## config.mk

```make
export PLATFORM = sky130hd
export DESIGN_NAME = ibp_isa_port
export DESIGN_NICKNAME = d
export VERILOG_FILES = /design/src/hdl/ibp_pkg.sv /design/src/hdl/ibp_isa_port.sv
export SDC_FILE = /design/constraint.sdc
export NUM_CORES = 1
export LEC_CHECK = 0
export BUFFER_PORTS_ARGS = -buffer_cell sky130_fd_sc_hd__buf_2
export CORE_MARGIN = 10
export CORE_UTILIZATION = 55
export DETAILED_ROUTE_END_ITERATION = 10
export PLACE_DENSITY = 0.75
export SLEW_MARGIN = 0
export SYNTH_ARGS = -nofsm -noshare
export SYNTH_HDL_FRONTEND = slang
export SYNTH_SLANG_ARGS = --single-unit
```

## constraint.sdc

```tcl
create_clock -name CLK_I -period 5.2 [get_ports CLK_I]
set_input_delay 1.56 -clock CLK_I [delete_from_list [all_inputs] [get_ports CLK_I]]
set_output_delay 1.56 -clock CLK_I [all_outputs]
set_load 0.005 [all_outputs]
```

## src/hdl/ibp_pkg.sv

```systemverilog
package ibp_pkg;

  // i/o offsets inside the 24-byte block
  localparam logic [4:0] OFS_PROM_END = 5'h10;
  localparam logic [4:0] OFS_DATA     = 5'h10;
  localparam logic [4:0] OFS_INDEX    = 5'h12;
  localparam logic [4:0] OFS_RESET    = 5'h14;
  localparam logic [4:0] OFS_CONFIG   = 5'h16;
  localparam logic [4:0] OFS_LIMIT    = 5'h18;
  localparam int         PROM_BYTES   = 16;

  localparam logic [15:0] INDEX_RST   = 16'h0000;

  // timing, figures in ns, counts derived for the 10 MHz clock
  localparam int CLK_MHZ       = 10;
  localparam int SD_OFF_NS     = 30;
  localparam int BOOT_SEL_NS   = 300;
  localparam int BOOT_RESP_NS  = 275;
  localparam int MST_SETTLE_NS = 150;
  localparam int MST_REL_NS    = 50;

  localparam int SD_OFF_CYC    = (SD_OFF_NS * CLK_MHZ / 1000 < 1) ? 1 :
                                 SD_OFF_NS * CLK_MHZ / 1000;
  localparam int BOOT_SEL_CYC  = (BOOT_SEL_NS * CLK_MHZ + 999) / 1000;
  localparam int BOOT_RESP_CYC = (BOOT_RESP_NS * CLK_MHZ + 999) / 1000;
  localparam int MST_SETTLE_CYC = (MST_SETTLE_NS * CLK_MHZ + 999) / 1000;
  localparam int MST_REL_CYC   = (MST_REL_NS * CLK_MHZ + 999) / 1000;

  // station address load from the eeprom loader
  typedef struct packed {
    logic       we;
    logic [3:0] addr;
    logic [7:0] data;
  } ibp_load_type;

  // internal register port request
  typedef struct packed {
    logic        req;
    logic        wr;
    logic        cfg;
    logic [15:0] index;
    logic [15:0] wdata;
  } ibp_reg_type;

endpackage
```

## src/hdl/ibp_isa_port.sv

```systemverilog
// Operation
// - ignore dack while refresh is active
// - non-16-bit slave reads use low lane
// - 8-bit odd write byte arrives on low lane
// - prom read holds ready, arbitrates private bus
// - prom select, low lane only, no width ack
// - internal station address copy, write protected
// - 8-bit register reads drive low lane only
// - even byte held, odd byte merges word
// - register cycle: ready low, width ack if enabled
// - reset port read resets all but transceiver
// - reset read no width ack, writes harmless
// - config registers via index then config port
// - boot prom read: ready low, one byte
// - boot select three cycles, prom enable tied
// - request dma, master after acknowledge
// - wait settle time before driving bus
// - master assumes 16-bit memory, no feedback
// - release: commands off, float, master off
// - any reset port read resets, writes ignored
// - no response at offsets 18h and above
// - index port cleared on reset
module ibp_isa_port
  import ibp_pkg::*;
(
  input  wire logic                 CLK_I,
  input  wire logic                 RST_B_I,
  input  wire logic                 AEN_I,
  input  wire logic                 IO_SEL_I,
  input  wire logic [4:0]           SA_I,
  input  wire logic                 SBHE_B_I,
  input  wire logic                 IOR_B_I,
  input  wire logic                 IOW_B_I,
  input  wire logic                 MEMR_B_I,
  input  wire logic                 REF_B_I,
  input  wire logic                 BOOT_SEL_I,
  input  wire logic [15:0]          SD_I,
  output logic      [15:0]          SD_O,
  output logic                      SD_LO_OE_O,
  output logic                      SD_HI_OE_O,
  output logic                      IOCHRDY_OE_O,
  output logic                      IOCS16_OE_O,
  input  wire logic                 IO16_EN_I,
  input  wire logic                 PROM_INT_I,
  input  wire logic                 PRIVATE_DATA_BUS_BUSY_I,
  input  wire logic [7:0]           PRD_I,
  output logic                      ADDR_PROM_SELECT_O,
  output logic                      BOOT_PROM_SELECT_O,
  input  wire ibp_pkg::ibp_load_type LOAD_I,
  output ibp_pkg::ibp_reg_type      REG_O,
  input  wire logic                 REG_ACK_I,
  input  wire logic [15:0]          REG_RDATA_I,
  output logic                      SOFT_RST_O,
  input  wire logic                 DACK_B_I,
  input  wire logic                 MST_REQ_I,
  output logic                      DRQ_O,
  output logic                      MASTER_B_O,
  output logic                      BUS_OE_O,
  output logic                      CMD_EN_O
);
  import ibp_pkg::*;

  typedef enum logic [5:0] {
    S_IDLE = 6'b00_0001,
    S_ARB  = 6'b00_0010,
    S_PSEL = 6'b00_0100,
    S_REG  = 6'b00_1000,
    S_BOOT = 6'b01_0000,
    S_HOLD = 6'b10_0000
  } ibp_slv_type;

  typedef enum logic [5:0] {
    M_IDLE   = 6'b00_0001,
    M_REQ    = 6'b00_0010,
    M_SETTLE = 6'b00_0100,
    M_OWN    = 6'b00_1000,
    M_CMDOFF = 6'b01_0000,
    M_FLOAT  = 6'b10_0000
  } ibp_mst_type;

  ibp_slv_type  slv_q;
  ibp_mst_type  mst_q;
  logic [7:0]   sta_ram [PROM_BYTES];
  logic [15:0]  index_q;
  logic [7:0]   hold_q;
  logic [15:0]  rdata_q;
  logic         lo_q;
  logic         hi_q;
  logic         is_mem_q;
  logic         width_acknowledge_q;
  logic         aps_q;
  logic [3:0]   cnt_q;
  logic         req_q;
  logic         dack_blk_q;
  logic         srst_q;

  logic         io_cyc;
  logic         mem_cyc;
  logic         is_rd;
  logic         reg_port;
  logic         odd;
  logic         word;
  logic [7:0]   odd_byte;
  logic         commit;
  logic [15:0]  wword;
  logic         cmd_on;
  logic         dack_ok;

  ////////////////////////////////////////////////////////////////////////
  // slave decode

  assign io_cyc   = !AEN_I && IO_SEL_I && (SA_I < OFS_LIMIT) &&
                    (!IOR_B_I || !IOW_B_I);
  assign mem_cyc  = BOOT_SEL_I && REF_B_I && !MEMR_B_I;
  assign is_rd    = !IOR_B_I;
  assign reg_port = (SA_I[4:1] == OFS_DATA[4:1]) ||
                    (SA_I[4:1] == OFS_INDEX[4:1]) ||
                    (SA_I[4:1] == OFS_CONFIG[4:1]);
  assign odd      = SA_I[0];
  assign word     = IO16_EN_I && !SA_I[0] && !SBHE_B_I;
  // 8-bit cycles: the current master has copied the odd byte down
  assign odd_byte = IO16_EN_I ? SD_I[15:8] : SD_I[7:0];
  assign commit   = odd || word;
  assign wword    = word ? SD_I : {odd_byte, hold_q};
  assign cmd_on   = is_mem_q ? !MEMR_B_I : (!IOR_B_I || !IOW_B_I);

  ////////////////////////////////////////////////////////////////////////
  // station address copy, written only by the loader

  always_ff @(posedge CLK_I) begin
    if (LOAD_I.we) begin
      sta_ram[LOAD_I.addr] <= LOAD_I.data;
    end
  end

  ////////////////////////////////////////////////////////////////////////
  // slave cycle sequencer

  always_ff @(posedge CLK_I) begin
    if (!RST_B_I) begin
      slv_q    <= S_IDLE;
      rdata_q  <= 16'h0000;
      lo_q     <= 1'b0;
      hi_q     <= 1'b0;
      is_mem_q <= 1'b0;
      width_acknowledge_q   <= 1'b0;
      aps_q    <= 1'b0;
      cnt_q    <= 4'h0;
      req_q    <= 1'b0;
    end else begin
      req_q <= 1'b0;
      unique case (slv_q)
        S_IDLE: begin
          lo_q  <= 1'b0;
          hi_q  <= 1'b0;
          aps_q <= 1'b0;
          if (mem_cyc) begin
            is_mem_q <= 1'b1;
            cnt_q    <= 4'h0;
            slv_q    <= S_BOOT;
          end else if (io_cyc) begin
            is_mem_q <= 1'b0;
            width_acknowledge_q   <= reg_port && IO16_EN_I;
            if (SA_I < OFS_PROM_END) begin
              if (!is_rd) begin
                slv_q <= S_HOLD;
              end else if (PROM_INT_I) begin
                rdata_q <= {8'h00, sta_ram[SA_I[3:0]]};
                lo_q    <= 1'b1;
                slv_q   <= S_HOLD;
              end else begin
                slv_q <= S_ARB;
              end
            end else if (SA_I[4:1] == OFS_RESET[4:1]) begin
              slv_q <= S_HOLD;
            end else begin
              req_q <= (SA_I[4:1] != OFS_INDEX[4:1]) && (is_rd || commit);
              slv_q <= S_REG;
            end
          end
        end
        S_ARB: begin
          if (!PRIVATE_DATA_BUS_BUSY_I) begin
            aps_q <= 1'b1;
            slv_q <= S_PSEL;
          end
        end
        S_PSEL: begin
          rdata_q <= {8'h00, PRD_I};
          lo_q    <= 1'b1;
          slv_q   <= S_HOLD;
        end
        S_REG: begin
          if (SA_I[4:1] == OFS_INDEX[4:1] || !req_q && REG_ACK_I ||
              !is_rd && !commit) begin
            if (is_rd) begin
              rdata_q <= (SA_I[4:1] == OFS_INDEX[4:1]) ? index_q
                                                       : REG_RDATA_I;
              if (!IO16_EN_I) begin
                if (odd) begin
                  rdata_q[7:0] <= (SA_I[4:1] == OFS_INDEX[4:1]) ?
                                  index_q[15:8] : REG_RDATA_I[15:8];
                end
                lo_q <= 1'b1;
              end else begin
                lo_q <= !odd;
                hi_q <= odd || !SBHE_B_I;
              end
            end
            slv_q <= S_HOLD;
          end
        end
        S_BOOT: begin
          cnt_q <= cnt_q + 4'h1;
          if (cnt_q == 4'(BOOT_SEL_CYC - 1)) begin
            rdata_q <= {8'h00, PRD_I};
            lo_q    <= 1'b1;
            slv_q   <= S_HOLD;
          end
        end
        S_HOLD: begin
          if (!cmd_on) begin
            slv_q <= S_IDLE;
          end
        end
      endcase
    end
  end

  ////////////////////////////////////////////////////////////////////////
  // register ports; the reset port read also clears the index

  always_ff @(posedge CLK_I) begin
    if (!RST_B_I || srst_q) begin
      index_q <= INDEX_RST;
      hold_q  <= 8'h00;
    end else if (slv_q == S_IDLE && io_cyc && !is_rd && reg_port) begin
      if (!commit) begin
        hold_q <= SD_I[7:0];
      end else if (SA_I[4:1] == OFS_INDEX[4:1]) begin
        index_q <= wword;
      end
    end
  end

  always_ff @(posedge CLK_I) begin
    if (!RST_B_I) begin
      srst_q <= 1'b0;
    end else begin
      srst_q <= slv_q == S_IDLE && io_cyc && is_rd &&
                SA_I[4:1] == OFS_RESET[4:1];
    end
  end

  // the core reset leaves the transceiver link state alone
  assign SOFT_RST_O = srst_q;
  assign REG_O      = '{req: req_q, wr: !is_rd,
                        cfg: SA_I[4:1] == OFS_CONFIG[4:1],
                        index: index_q, wdata: wword};

  // lanes drop with the command so the bus frees well inside 30 ns
  assign SD_O         = rdata_q;
  assign SD_LO_OE_O   = slv_q == S_HOLD && lo_q && cmd_on;
  assign SD_HI_OE_O   = slv_q == S_HOLD && hi_q && cmd_on;
  assign IOCHRDY_OE_O = (slv_q == S_ARB) || (slv_q == S_PSEL) ||
                        (slv_q == S_REG) || (slv_q == S_BOOT) ||
                        (slv_q == S_IDLE && (mem_cyc || io_cyc &&
                         (reg_port || is_rd && !PROM_INT_I &&
                          SA_I < OFS_PROM_END)));
  assign IOCS16_OE_O  = cmd_on && !is_mem_q && slv_q != S_IDLE && width_acknowledge_q;
  assign ADDR_PROM_SELECT_O = aps_q && slv_q != S_IDLE;
  assign BOOT_PROM_SELECT_O = slv_q == S_BOOT;

  ////////////////////////////////////////////////////////////////////////
  // bus master: obtain, access, release

  // some boards fake dack during refresh; once seen, wait for it to drop
  assign dack_ok = !DACK_B_I && REF_B_I && !dack_blk_q;

  always_ff @(posedge CLK_I) begin
    if (!RST_B_I) begin
      dack_blk_q <= 1'b0;
    end else if (DACK_B_I) begin
      dack_blk_q <= 1'b0;
    end else if (!REF_B_I) begin
      dack_blk_q <= 1'b1;
    end
  end

  logic [3:0] mcnt_q;

  always_ff @(posedge CLK_I) begin
    if (!RST_B_I) begin
      mst_q  <= M_IDLE;
      mcnt_q <= 4'h0;
    end else begin
      mcnt_q <= mcnt_q + 4'h1;
      unique case (mst_q)
        M_IDLE: if (MST_REQ_I) mst_q <= M_REQ;
        M_REQ: begin
          mcnt_q <= 4'h0;
          if (dack_ok) mst_q <= M_SETTLE;
        end
        M_SETTLE: begin
          if (mcnt_q == 4'(MST_SETTLE_CYC - 1)) begin
            mst_q <= M_OWN;
          end
        end
        M_OWN: begin
          mcnt_q <= 4'h0;
          if (!MST_REQ_I) mst_q <= M_CMDOFF;
        end
        M_CMDOFF: begin
          if (mcnt_q == 4'(MST_REL_CYC - 1)) begin
            mcnt_q <= 4'h0;
            mst_q  <= M_FLOAT;
          end
        end
        M_FLOAT: begin
          if (mcnt_q == 4'(MST_REL_CYC - 1)) mst_q <= M_IDLE;
        end
      endcase
    end
  end

  assign DRQ_O      = mst_q inside {M_REQ, M_SETTLE, M_OWN, M_CMDOFF};
  assign MASTER_B_O = !(mst_q inside {M_SETTLE, M_OWN, M_CMDOFF,
                                      M_FLOAT});
  assign BUS_OE_O   = mst_q inside {M_OWN, M_CMDOFF};
  // fixed command width, ready and width acknowledge are not sampled
  assign CMD_EN_O   = mst_q == M_OWN;

  ////////////////////////////////////////////////////////////////////////
  // checks

  a_dack_refresh_ign: assert property (@(posedge CLK_I) disable iff
    (!RST_B_I) mst_q == M_REQ && !REF_B_I |=> mst_q == M_REQ)
    else $error("dack taken during refresh");
  a_prom_ready_hold: assert property (@(posedge CLK_I) disable iff
    (!RST_B_I) slv_q == S_ARB |-> IOCHRDY_OE_O && !SD_LO_OE_O)
    else $error("prom wait not held");
  a_prom_low_lane: assert property (@(posedge CLK_I) disable iff
    (!RST_B_I) aps_q && slv_q == S_HOLD |-> !SD_HI_OE_O && !IOCS16_OE_O
    && ADDR_PROM_SELECT_O)
    else $error("prom cycle lanes wrong");
  a_reg_lane_8bit: assert property (@(posedge CLK_I) disable iff
    (!RST_B_I) !IO16_EN_I && $stable(IO16_EN_I) |-> !SD_HI_OE_O)
    else $error("high lane driven in 8-bit mode");
  a_merge_write: assert property (@(posedge CLK_I) disable iff
    (!RST_B_I) slv_q == S_IDLE && io_cyc && !is_rd && !IO16_EN_I &&
    SA_I == OFS_INDEX + 5'h01 |=> index_q == {$past(SD_I[7:0]),
    $past(hold_q)})
    else $error("odd byte not merged");
  a_reg_ready_low: assert property (@(posedge CLK_I) disable iff
    (!RST_B_I) slv_q == S_IDLE && io_cyc && reg_port |-> IOCHRDY_OE_O
    ##1 IOCS16_OE_O == IO16_EN_I || !cmd_on)
    else $error("register cycle handshake wrong");
  a_reset_no_width_acknowledge: assert property (@(posedge CLK_I) disable iff
    (!RST_B_I) slv_q == S_IDLE && io_cyc && is_rd &&
    SA_I[4:1] == OFS_RESET[4:1] |=> SOFT_RST_O && !IOCS16_OE_O ##1
    index_q == INDEX_RST)
    else $error("reset port read wrong");
  a_no_high_decode: assert property (@(posedge CLK_I) disable iff
    (!RST_B_I) slv_q == S_IDLE && SA_I >= OFS_LIMIT && !mem_cyc |=>
    slv_q == S_IDLE)
    else $error("answered above block");
  a_bootsel_width: assert property (@(posedge CLK_I) disable iff
    (!RST_B_I) $rose(BOOT_PROM_SELECT_O) |-> BOOT_PROM_SELECT_O [*3]
    ##1 !BOOT_PROM_SELECT_O)
    else $error("boot select width wrong");
  a_master_settle: assert property (@(posedge CLK_I) disable iff
    (!RST_B_I) $fell(MASTER_B_O) |-> !BUS_OE_O [*2] ##1 BUS_OE_O)
    else $error("bus driven before settle");
  a_release_order: assert property (@(posedge CLK_I) disable iff
    (!RST_B_I) $fell(CMD_EN_O) && !MASTER_B_O |-> BUS_OE_O && DRQ_O
    ##1 !BUS_OE_O && !DRQ_O && !MASTER_B_O ##1 MASTER_B_O)
    else $error("release order wrong");

  c_boot_read: cover property (@(posedge CLK_I) disable iff (!RST_B_I)
    slv_q == S_BOOT ##3 SD_LO_OE_O);
  c_prom_arb: cover property (@(posedge CLK_I) disable iff (!RST_B_I)
    slv_q == S_ARB ##[1:20] ADDR_PROM_SELECT_O);
  c_master_own: cover property (@(posedge CLK_I) disable iff (!RST_B_I)
    mst_q == M_OWN ##[1:50] MASTER_B_O);
endmodule

```

* Word level (Yosys, flattened, before mapping)
Memories as Yosys holds them, arrays and structs flattened.
Cells that the tools add are included.
** Cells by class
- $add $sub $neg :: 2
- Magnitude comparators :: 2
- Equality and inequality tests :: 39
- Mux-type cells :: 58
- Bitwise operators :: 5
- Reductions and logical operators :: 82
** Operator list (count)
- 16-bit two-way mux :: 10
- 6-bit two-way mux :: 16
- 6-bit case mux with 6 select lines :: 2
- 16-bit case mux with 4 select lines :: 1
- 8-bit two-way mux :: 4
- 2-bit != test (second input constant) :: 16
- 1-bit logical AND :: 30
- 1-bit two-way mux :: 18
- 4-bit == test (second input constant) :: 4
- 4-bit case mux with 2 select lines :: 2
- 1-bit logical OR :: 15
- 1-bit zero test :: 14
- 6-bit by 1-bit == test with 1-bit output (second input constant) :: 2
- 6-bit by 2-bit == test with 1-bit output (second input constant) :: 2
- 6-bit by 3-bit == test with 1-bit output (second input constant) :: 2
- 6-bit by 4-bit == test with 1-bit output (second input constant) :: 2
- 6-bit by 5-bit == test with 1-bit output (second input constant) :: 2
- 6-bit == test (second input constant) :: 2
- 4-bit nonzero test :: 3
- 5-bit less-than comparator (second input constant) :: 2
- 2-bit nonzero test :: 5
- 9-bit AND reduction :: 1
- 4-bit by 1-bit adder with 4-bit output (second input constant) :: 2
- 4-bit two-way mux :: 2
- other kinds (17) :: 29
** Storage, ports and cells
- Register bits after elaboration :: 68
- RAM bits :: 128
- Bits of input ports :: 74
- Output and inout port bits :: 62
- Logic and storage cells :: 204
- Memories :: 1
** Memories
- sta_ram :: words 16, width 8, rd ports 1, clocked after memory_dff 0, wr ports 1, RTL line ibp_isa_port.sv:83 : logic [7:0] sta_ram [PROM_BYTES];

* Longest topological paths before layout
Gate-level depths: netlist of the first run.
- Depth after elaboration :: 9
- Depth in mapped cells :: 8
- Depth with buffers taken out :: 7

* Worst setup path before layout of the first run
OpenSTA, ideal clock, no wires.
- Kind :: input-to-output
- From :: input SA_I[0]
- To :: output REG_O[0] in the netlist's numbering
- Arrival :: 2.580 ns
- Data required time :: 3.640 ns
- Setup slack :: 1.060 ns
- Stages on the path :: 5
- Cells stage by stage :: clkbuf_1 > inv_1 > and2_1 > clkbuf_1 > mux2_2
** RTL lines
- start, declared :: RTL line ibp_isa_port.sv:30 : input wire logic [4:0] SA_I,
- end, declared :: RTL line ibp_isa_port.sv:50 : output ibp_pkg::ibp_reg_type REG_O,

==> metrics.yaml, run 1 <==
power_and_ir_drop:
  p_comb_share_pct: 14.9
  p_sw_uw: 956
  ir_worst_vdd_uv: 284
  clockPowerShare_pct: 35.9
  p_leak_uw: 0.00381
  p_int_uw: 2650
  seq_power_share_pct: 49.2
  swShare_pct: 26.5
  p_per_area_nw_per_um2: 351
cells_and_area:
  nets: 879
  final_common_cell: "buf_2"
  postLayoutCellArea_um2: 10300
  fillers: 1186
  antenna_cells: 0
  multi_input_area_um2: 3400
  final_cell_mix: "buf_2, edfxtp_1, dfxtp_1, nor2_1, mux4_2"
  layout-drive-gt1-share_pct: 30.0
  area_delta_synth_final_pct: 16.1
  ff_latch_area_um2: 5200
sta:
  final_hold_viol_count: 0
  relSlewSlack_pct: 19.4
  setup_tns_ns: 0
  post-route-period-util_pct: 91.5
  worst_slew_pin_slew_ns: 1.20
  finalSetupViolations: 0
  clock.fmax_mhz: 210
  finalMaxSlewViolations: 0
  fin_crit_ns: 4.76
  clock-skew-final_ns: 0.00781
  rsz0062_at_grt: "no"
cts:
  cts_setup_buffers: 0
  cts-resized-gates: 0
  h-tree-depth: 4
  cts_tree: "yes"
  cts.sinks: 196
  cts_max_path_buffers: 2
  clk_pin_slew_worst_paths_ns: 0.07
  cts_hold_buf: 0
  numCtsBuffers: 17
  clock_latency_ns: 0.44
  clockRootBuffer: "clkbuf_16"
synthesis:
  syn_area_um2: 8840
  synth_seq_cells: 196
  yosys-top-cells-area: "edfxtp_1, dfxtp_1, mux4_2"
  synth_cell_types: 63
  synthCells: 673
  yosysSeqAreaShare_pct: 58.9
  synth_edf_count: 128
  syn_nets: 752
  synth_ff_type: "edfxtp_1"
  yosysTopAreaCellShare_pct: 43.5
  yosysTopAreaCell: "edfxtp_1"
  syn_area_per_cell_um2: 13.1
  async_flop_share_pct: 0
  yosys_warnings: 0
critical_path:
  endpoint_kind: "output port"
  worstPathArrival_ns: 3.20
  critPathRequiredTime_ns: 3.64
  critPathMaxFanout: 13
  cp_cell_sequence: "buf_2 -> nor2b_1 -> and2_1 -> mux2_2 -> buf_2"
  cpMostUsedCell: "buf_2"
  path_class: "input pin to output port"
  crit_buf_inv: 2
  slowest_stage: "and2_1"
  startpoint_type: "input pin"
  slowest_delay_ns: 0.48
  crit_family: "simple AND/OR/NAND/NOR gates"
grt:
  grt_overflow_total: 0
  grt_usage_pct: 21.0
  grt_pass1_vias: 6328
  grt_max_degree: 40
  antenna_found_initial: 0
  grt_pass1_wl_um: 35500
job:
  maxCapViolCount: 0
floorplanning:
  num_io_pins: 136
  start_util_pct: 55.9
  die_area_um2: 21600
  num_rows: 46
  core_region_area_um2: 15800
  die_w_um: 147
  die_h_um: 147
route:
  firstDrtPassIters: 5
  drc_errors: 0
  drtIter0Drc: 601
  via_per_inst: 6.13
  vias: 6296
  ant_nets: 0
  wl_um: 22800
  wl_per_cell_um: 22.2
hold_path:
  min_path_type: "register to register"
place:
  place_hpwl_um: 16400
  numPortBuffers: 135
  dpl_cell_area_um2: 9690
  routabilityCongestion: 0.935
run_status:
  status: "completed"
## state kept, by name (all words and copies together), names as in the netlist, 4 cells and up
signal and count:
cnt_q 4, sta_ram 128, mcnt_q 4, mst_q 6, slv_q 6, hold_q 8
index_q 16, SD_O 16
## worst register-to-register path, cell delays in order (launching register included)
cell      delay (ns)
dfxtp_1         0.41
nor4_4          0.41
nand3b_4        0.24
o21ai_1         0.99
nand4_1         0.27
o221a_2         0.31
## synthesized netlist by cell type, drive strengths merged (13+ instances only)
| library cell | number |
|---|---|
| mux2 | 16 |
| nor2 | 68 |
| nand2 | 34 |
| clkbuf | 19 |
| mux2i | 35 |
| mux4 | 36 |
| edfxtp | 128 |
| dfxtp | 68 |
| inv | 13 |
| o21ai | 23 |
| buf | 20 |
| nand3 | 19 |
| a22o | 16 |
| a21oi | 32 |
## final timing paths
kind | start | endpoint | slack, ns | depth (start not counted)
max | IO16_EN_I | REG_O[6] | 0.44 | 5
min | width_acknowledge_q | width_acknowledge_q | 0.47 | 2
max reg2reg | slv_q[2] | SD_O[0] | 2.48 | 5
min reg2reg | width_acknowledge_q | width_acknowledge_q | 0.47 | 2
## power by group through the flow
| stage | clock, µW | combinational (µW) | sequential, µW |
|---|---|---|---|
| after floorplan | 0 | 371 | 1790 |
| final | 1300 | 539 | 1770 |
| after global routing | 1370 | 592 | 1780 |
| after global placement | 0 | 519 | 1800 |
| after detailed placement | 0 | 531 | 1810 |
| after CTS | 1310 | 534 | 1770 |
## routing by layer
metal	track usage [%]	part of all wire (%)	vias up
met5	0	0	-
met2	35.4	50	291
li1	-	-	2854
met4	6.81	2.2	0
met3	5.53	8.0	40
met1	25.8	40	3111
## cells by family (layout without fill, tap and decap cells)
kind of cell               Yosys count  count (layout)  share of synthesized area (%)
AOI/OAI and AO/OA                  114             114                           8.77
xor gates and xnor gates             9               9                          0.891
adders and majority gates            5               5                          0.707
buffers and inverters               52             190                           2.65
DFF                                196             196                           58.9
muxes                               87              87                           15.2
and+or+nand+nor                    210             210                           13.0
## through the flow
stage	total power, µW	std cells	hold WS (ns)	utilization, %	worst slack [ns]
3_5_place_dp	2340	997	0.460	61.2	0.448
6_report	3610	1027	0.472	64.9	0.442
3_3_place_gp	2320	997	0.455	61.2	0.552
4_1_cts	3610	1027	0.470	64.9	0.444
2_1_floorplan	2160	673	0.440	-	1.06
5_1_grt	3740	1027	0.488	64.9	0.369
## area by class of cell
type / count / share of cell area (%)
timing repair buffer: 147 / 7.46
multi-input combinational: 425 / 33.2
sequential: 196 / 50.7
clock buffer: 18 / 4.18
clock inverter: 12 / 1.40
inverter: 13 / 0.475
tap: 216 / 2.63
Note: power is estimated with default switching activity, not from simulation.
==> run 2, diff against run 1 <==
--- a/config.mk
+++ b/config.mk
@@ -6,9 +6,10 @@
 export NUM_CORES = 1
 export LEC_CHECK = 0
 export BUFFER_PORTS_ARGS = -buffer_cell sky130_fd_sc_hd__buf_2
-export CORE_MARGIN = 10
+export CORE_MARGIN = 5
 export CORE_UTILIZATION = 55
 export DETAILED_ROUTE_END_ITERATION = 10
+export GPL_TIMING_DRIVEN = 0
 export PLACE_DENSITY = 0.75
 export SLEW_MARGIN = 0
 export SYNTH_ARGS = -nofsm -noshare
==> run 2 against run 1 <==
Net effect: fmax down 1.8%; first-iteration DRC count up 19%; sequential power about the same; via count up 1.5%; clock skew up 0.0026 ns; worst hold slack about the same; wire length down 3.1%; die area down 13%; sequential share of layout area down 0.48 points; highest routed layer is now met5.
==> metrics.yaml, run 2 (synthesis results as in run 1) <==
floorplanning:
  die_w_um: 137  # -6.8%
  die_area_um2: 18700  # -13%
  start_util_pct: 55.9  # unchanged
  core_region_area_um2: 15800  # unchanged
  num_rows: 46  # unchanged
  num_io_pins: 136  # unchanged
  die_h_um: 137  # -6.8%
place:
  pre_cts_slack_ns: 0.367  # -0.0806 ns
  place_hpwl_um: 16200  # -1.3%
  numPortBuffers: 133  # -1.5%
  routabilityCongestion: 0.907  # -3.0%
power_and_ir_drop:
  p_per_area_nw_per_um2: 351  # -0.22%
  ir_worst_vdd_uv: 264  # -7.0%
  p_leak_uw: 0.00386  # +1.2%
route:
  drtIter0Drc: 716  # +19%
  wl_um: 22100  # -3.1%
  via_per_inst: 6.08  # -0.89%
  wl_per_cell_um: 21.0  # -5.4%
  ant_nets: 0  # unchanged
  drc_errors: 0  # unchanged
  vias: 6392  # +1.5%
  firstDrtPassIters: 5  # unchanged
cts:
  cts-resized-gates: 0  # unchanged
  clockRootBuffer: "clkbuf_16"
  cts_tree: "yes"
  clock_latency_ns: 0.43  # about the same
  clk_pin_slew_worst_paths_ns: 0.06  # about the same
  cts.sinks: 196  # unchanged
  cts_hold_buf: 0  # unchanged
  numCtsBuffers: 17  # unchanged
  h-tree-depth: 4  # unchanged
  cts_setup_buffers: 0  # unchanged
  cts_max_path_buffers: 2  # unchanged
critical_path:
  critPathRequiredTime_ns: 3.64  # about the same
  worstPathArrival_ns: 3.29  # +0.09 ns
  path_class: "input pin to output port"
  startpoint_type: "input pin"
  endpoint_kind: "output port"
  critPathMaxFanout: 10  # -3
grt:
  grt_usage_pct: 24.3  # +3.3 points
  grt_overflow_total: 0  # unchanged
  grt_pass1_wl_um: 34100  # -3.7%
  antenna_found_initial: 1  # +1
  grt_max_degree: 17  # -57%
  grt_pass1_vias: 6235  # -1.5%
sta:
  fin_crit_ns: 4.85  # +0.0877 ns
  setup_tns_ns: 0  # unchanged
  finalSetupViolations: 0  # unchanged
  relSlewSlack_pct: 7.69  # -12 points
  final_hold_viol_count: 0  # unchanged
  clock-skew-final_ns: 0.0105  # +0.00264 ns
  post-route-period-util_pct: 93.2  # +1.7 points
  worst_slew_pin_slew_ns: 1.37  # +0.173 ns
  finalMaxSlewViolations: 0  # unchanged
  clock.fmax_mhz: 206  # -1.8%
  rsz0062_at_grt: "no"
  fin_ws_ns: 0.355  # -0.0877 ns
cells_and_area:
  top_register: "sta_ram"
  largest_reg_flops: 128  # unchanged
  fillers: 1195  # +0.76%
  antenna_cells: 0  # unchanged
  area_delta_synth_final_pct: 17.2
  multi_input_area_um2: 3400  # unchanged
  final_cell_mix: "buf_2, edfxtp_1, dfxtp_1, nor2_1, mux4_2"
  ff_latch_area_um2: 5200  # unchanged
  final_common_cell: "buf_2"
  layout-drive-gt1-share_pct: 29.5  # -0.42 points
  nets: 905  # +3.0%
job:
  maxCapViolCount: 0  # unchanged
run_status:
  status: "completed"
hold_path:
  min_path_type: "register to register"
[run 2: final cells by class]
| type | instances | share of cell area (%) |
|---|---|---|
| multi-input combinational | 425 | 32.8 |
| clock inverter | 11 | 1.46 |
| clock buffer | 18 | 4.14 |
| sequential | 196 | 50.2 |
| tap | 216 | 2.61 |
| inverter | 13 | 0.471 |
| buffer | 39 | 1.79 |
| timing repair buffer | 134 | 6.47 |
[run 2: worst paths after layout]
| path | to | start | slack [ns] | depth (start not counted) |
|---|---|---|---|---|
| max | REG_O[7] | SA_I[0] | 0.35 | 7 |
| min | width_acknowledge_q | width_acknowledge_q | 0.47 | 2 |
| max reg2reg | SD_O[3] | cnt_q[1] | 2.60 | 7 |
| min reg2reg | width_acknowledge_q | width_acknowledge_q | 0.47 | 2 |
[run 2: critical path, stage by stage]
cell and delay, ns:
buf_2 0.12, clkbuf_1 0.23, inv_1 0.16, and2_1 0.13, clkbuf_1 0.52, mux2_2 0.43
buf_2 0.13
[run 2: routing by layer]
layer  GRT usage (%)  up-vias  routed length, µm
met5               0        -                  7
met4            6.65        2                366
met3            5.29       30               1910
met2            40.3      312              10900
met1            32.8     3151               8920
li1                -     2897                  -
[run 2: where the power goes]
| part | total [µW] | internal (µW) | leakage [µW] | switching, µW |
|---|---|---|---|---|
| Clock | 1310 | 753 | 0.000283 | 557 |
| Sequential | 1770 | 1720 | 0.00171 | 53.6 |
| Combinational | 554 | 231 | 0.00186 | 324 |
[run 2: stage by stage]
step | total power (µW) | instances | hold slack [ns] | util [%] | instance area, µm²
floorplan | 2160 | 673 | 0.440 | - | 8840
global placement | 2330 | 1022 | 0.449 | 61.8 | 9780
detailed placement | 2350 | 1022 | 0.458 | 61.8 | 9780
CTS | 3640 | 1051 | 0.469 | 65.5 | 10400
global route | 3780 | 1052 | 0.498 | 65.5 | 10400
finish | 3630 | 1052 | 0.472 | 65.5 | 10400
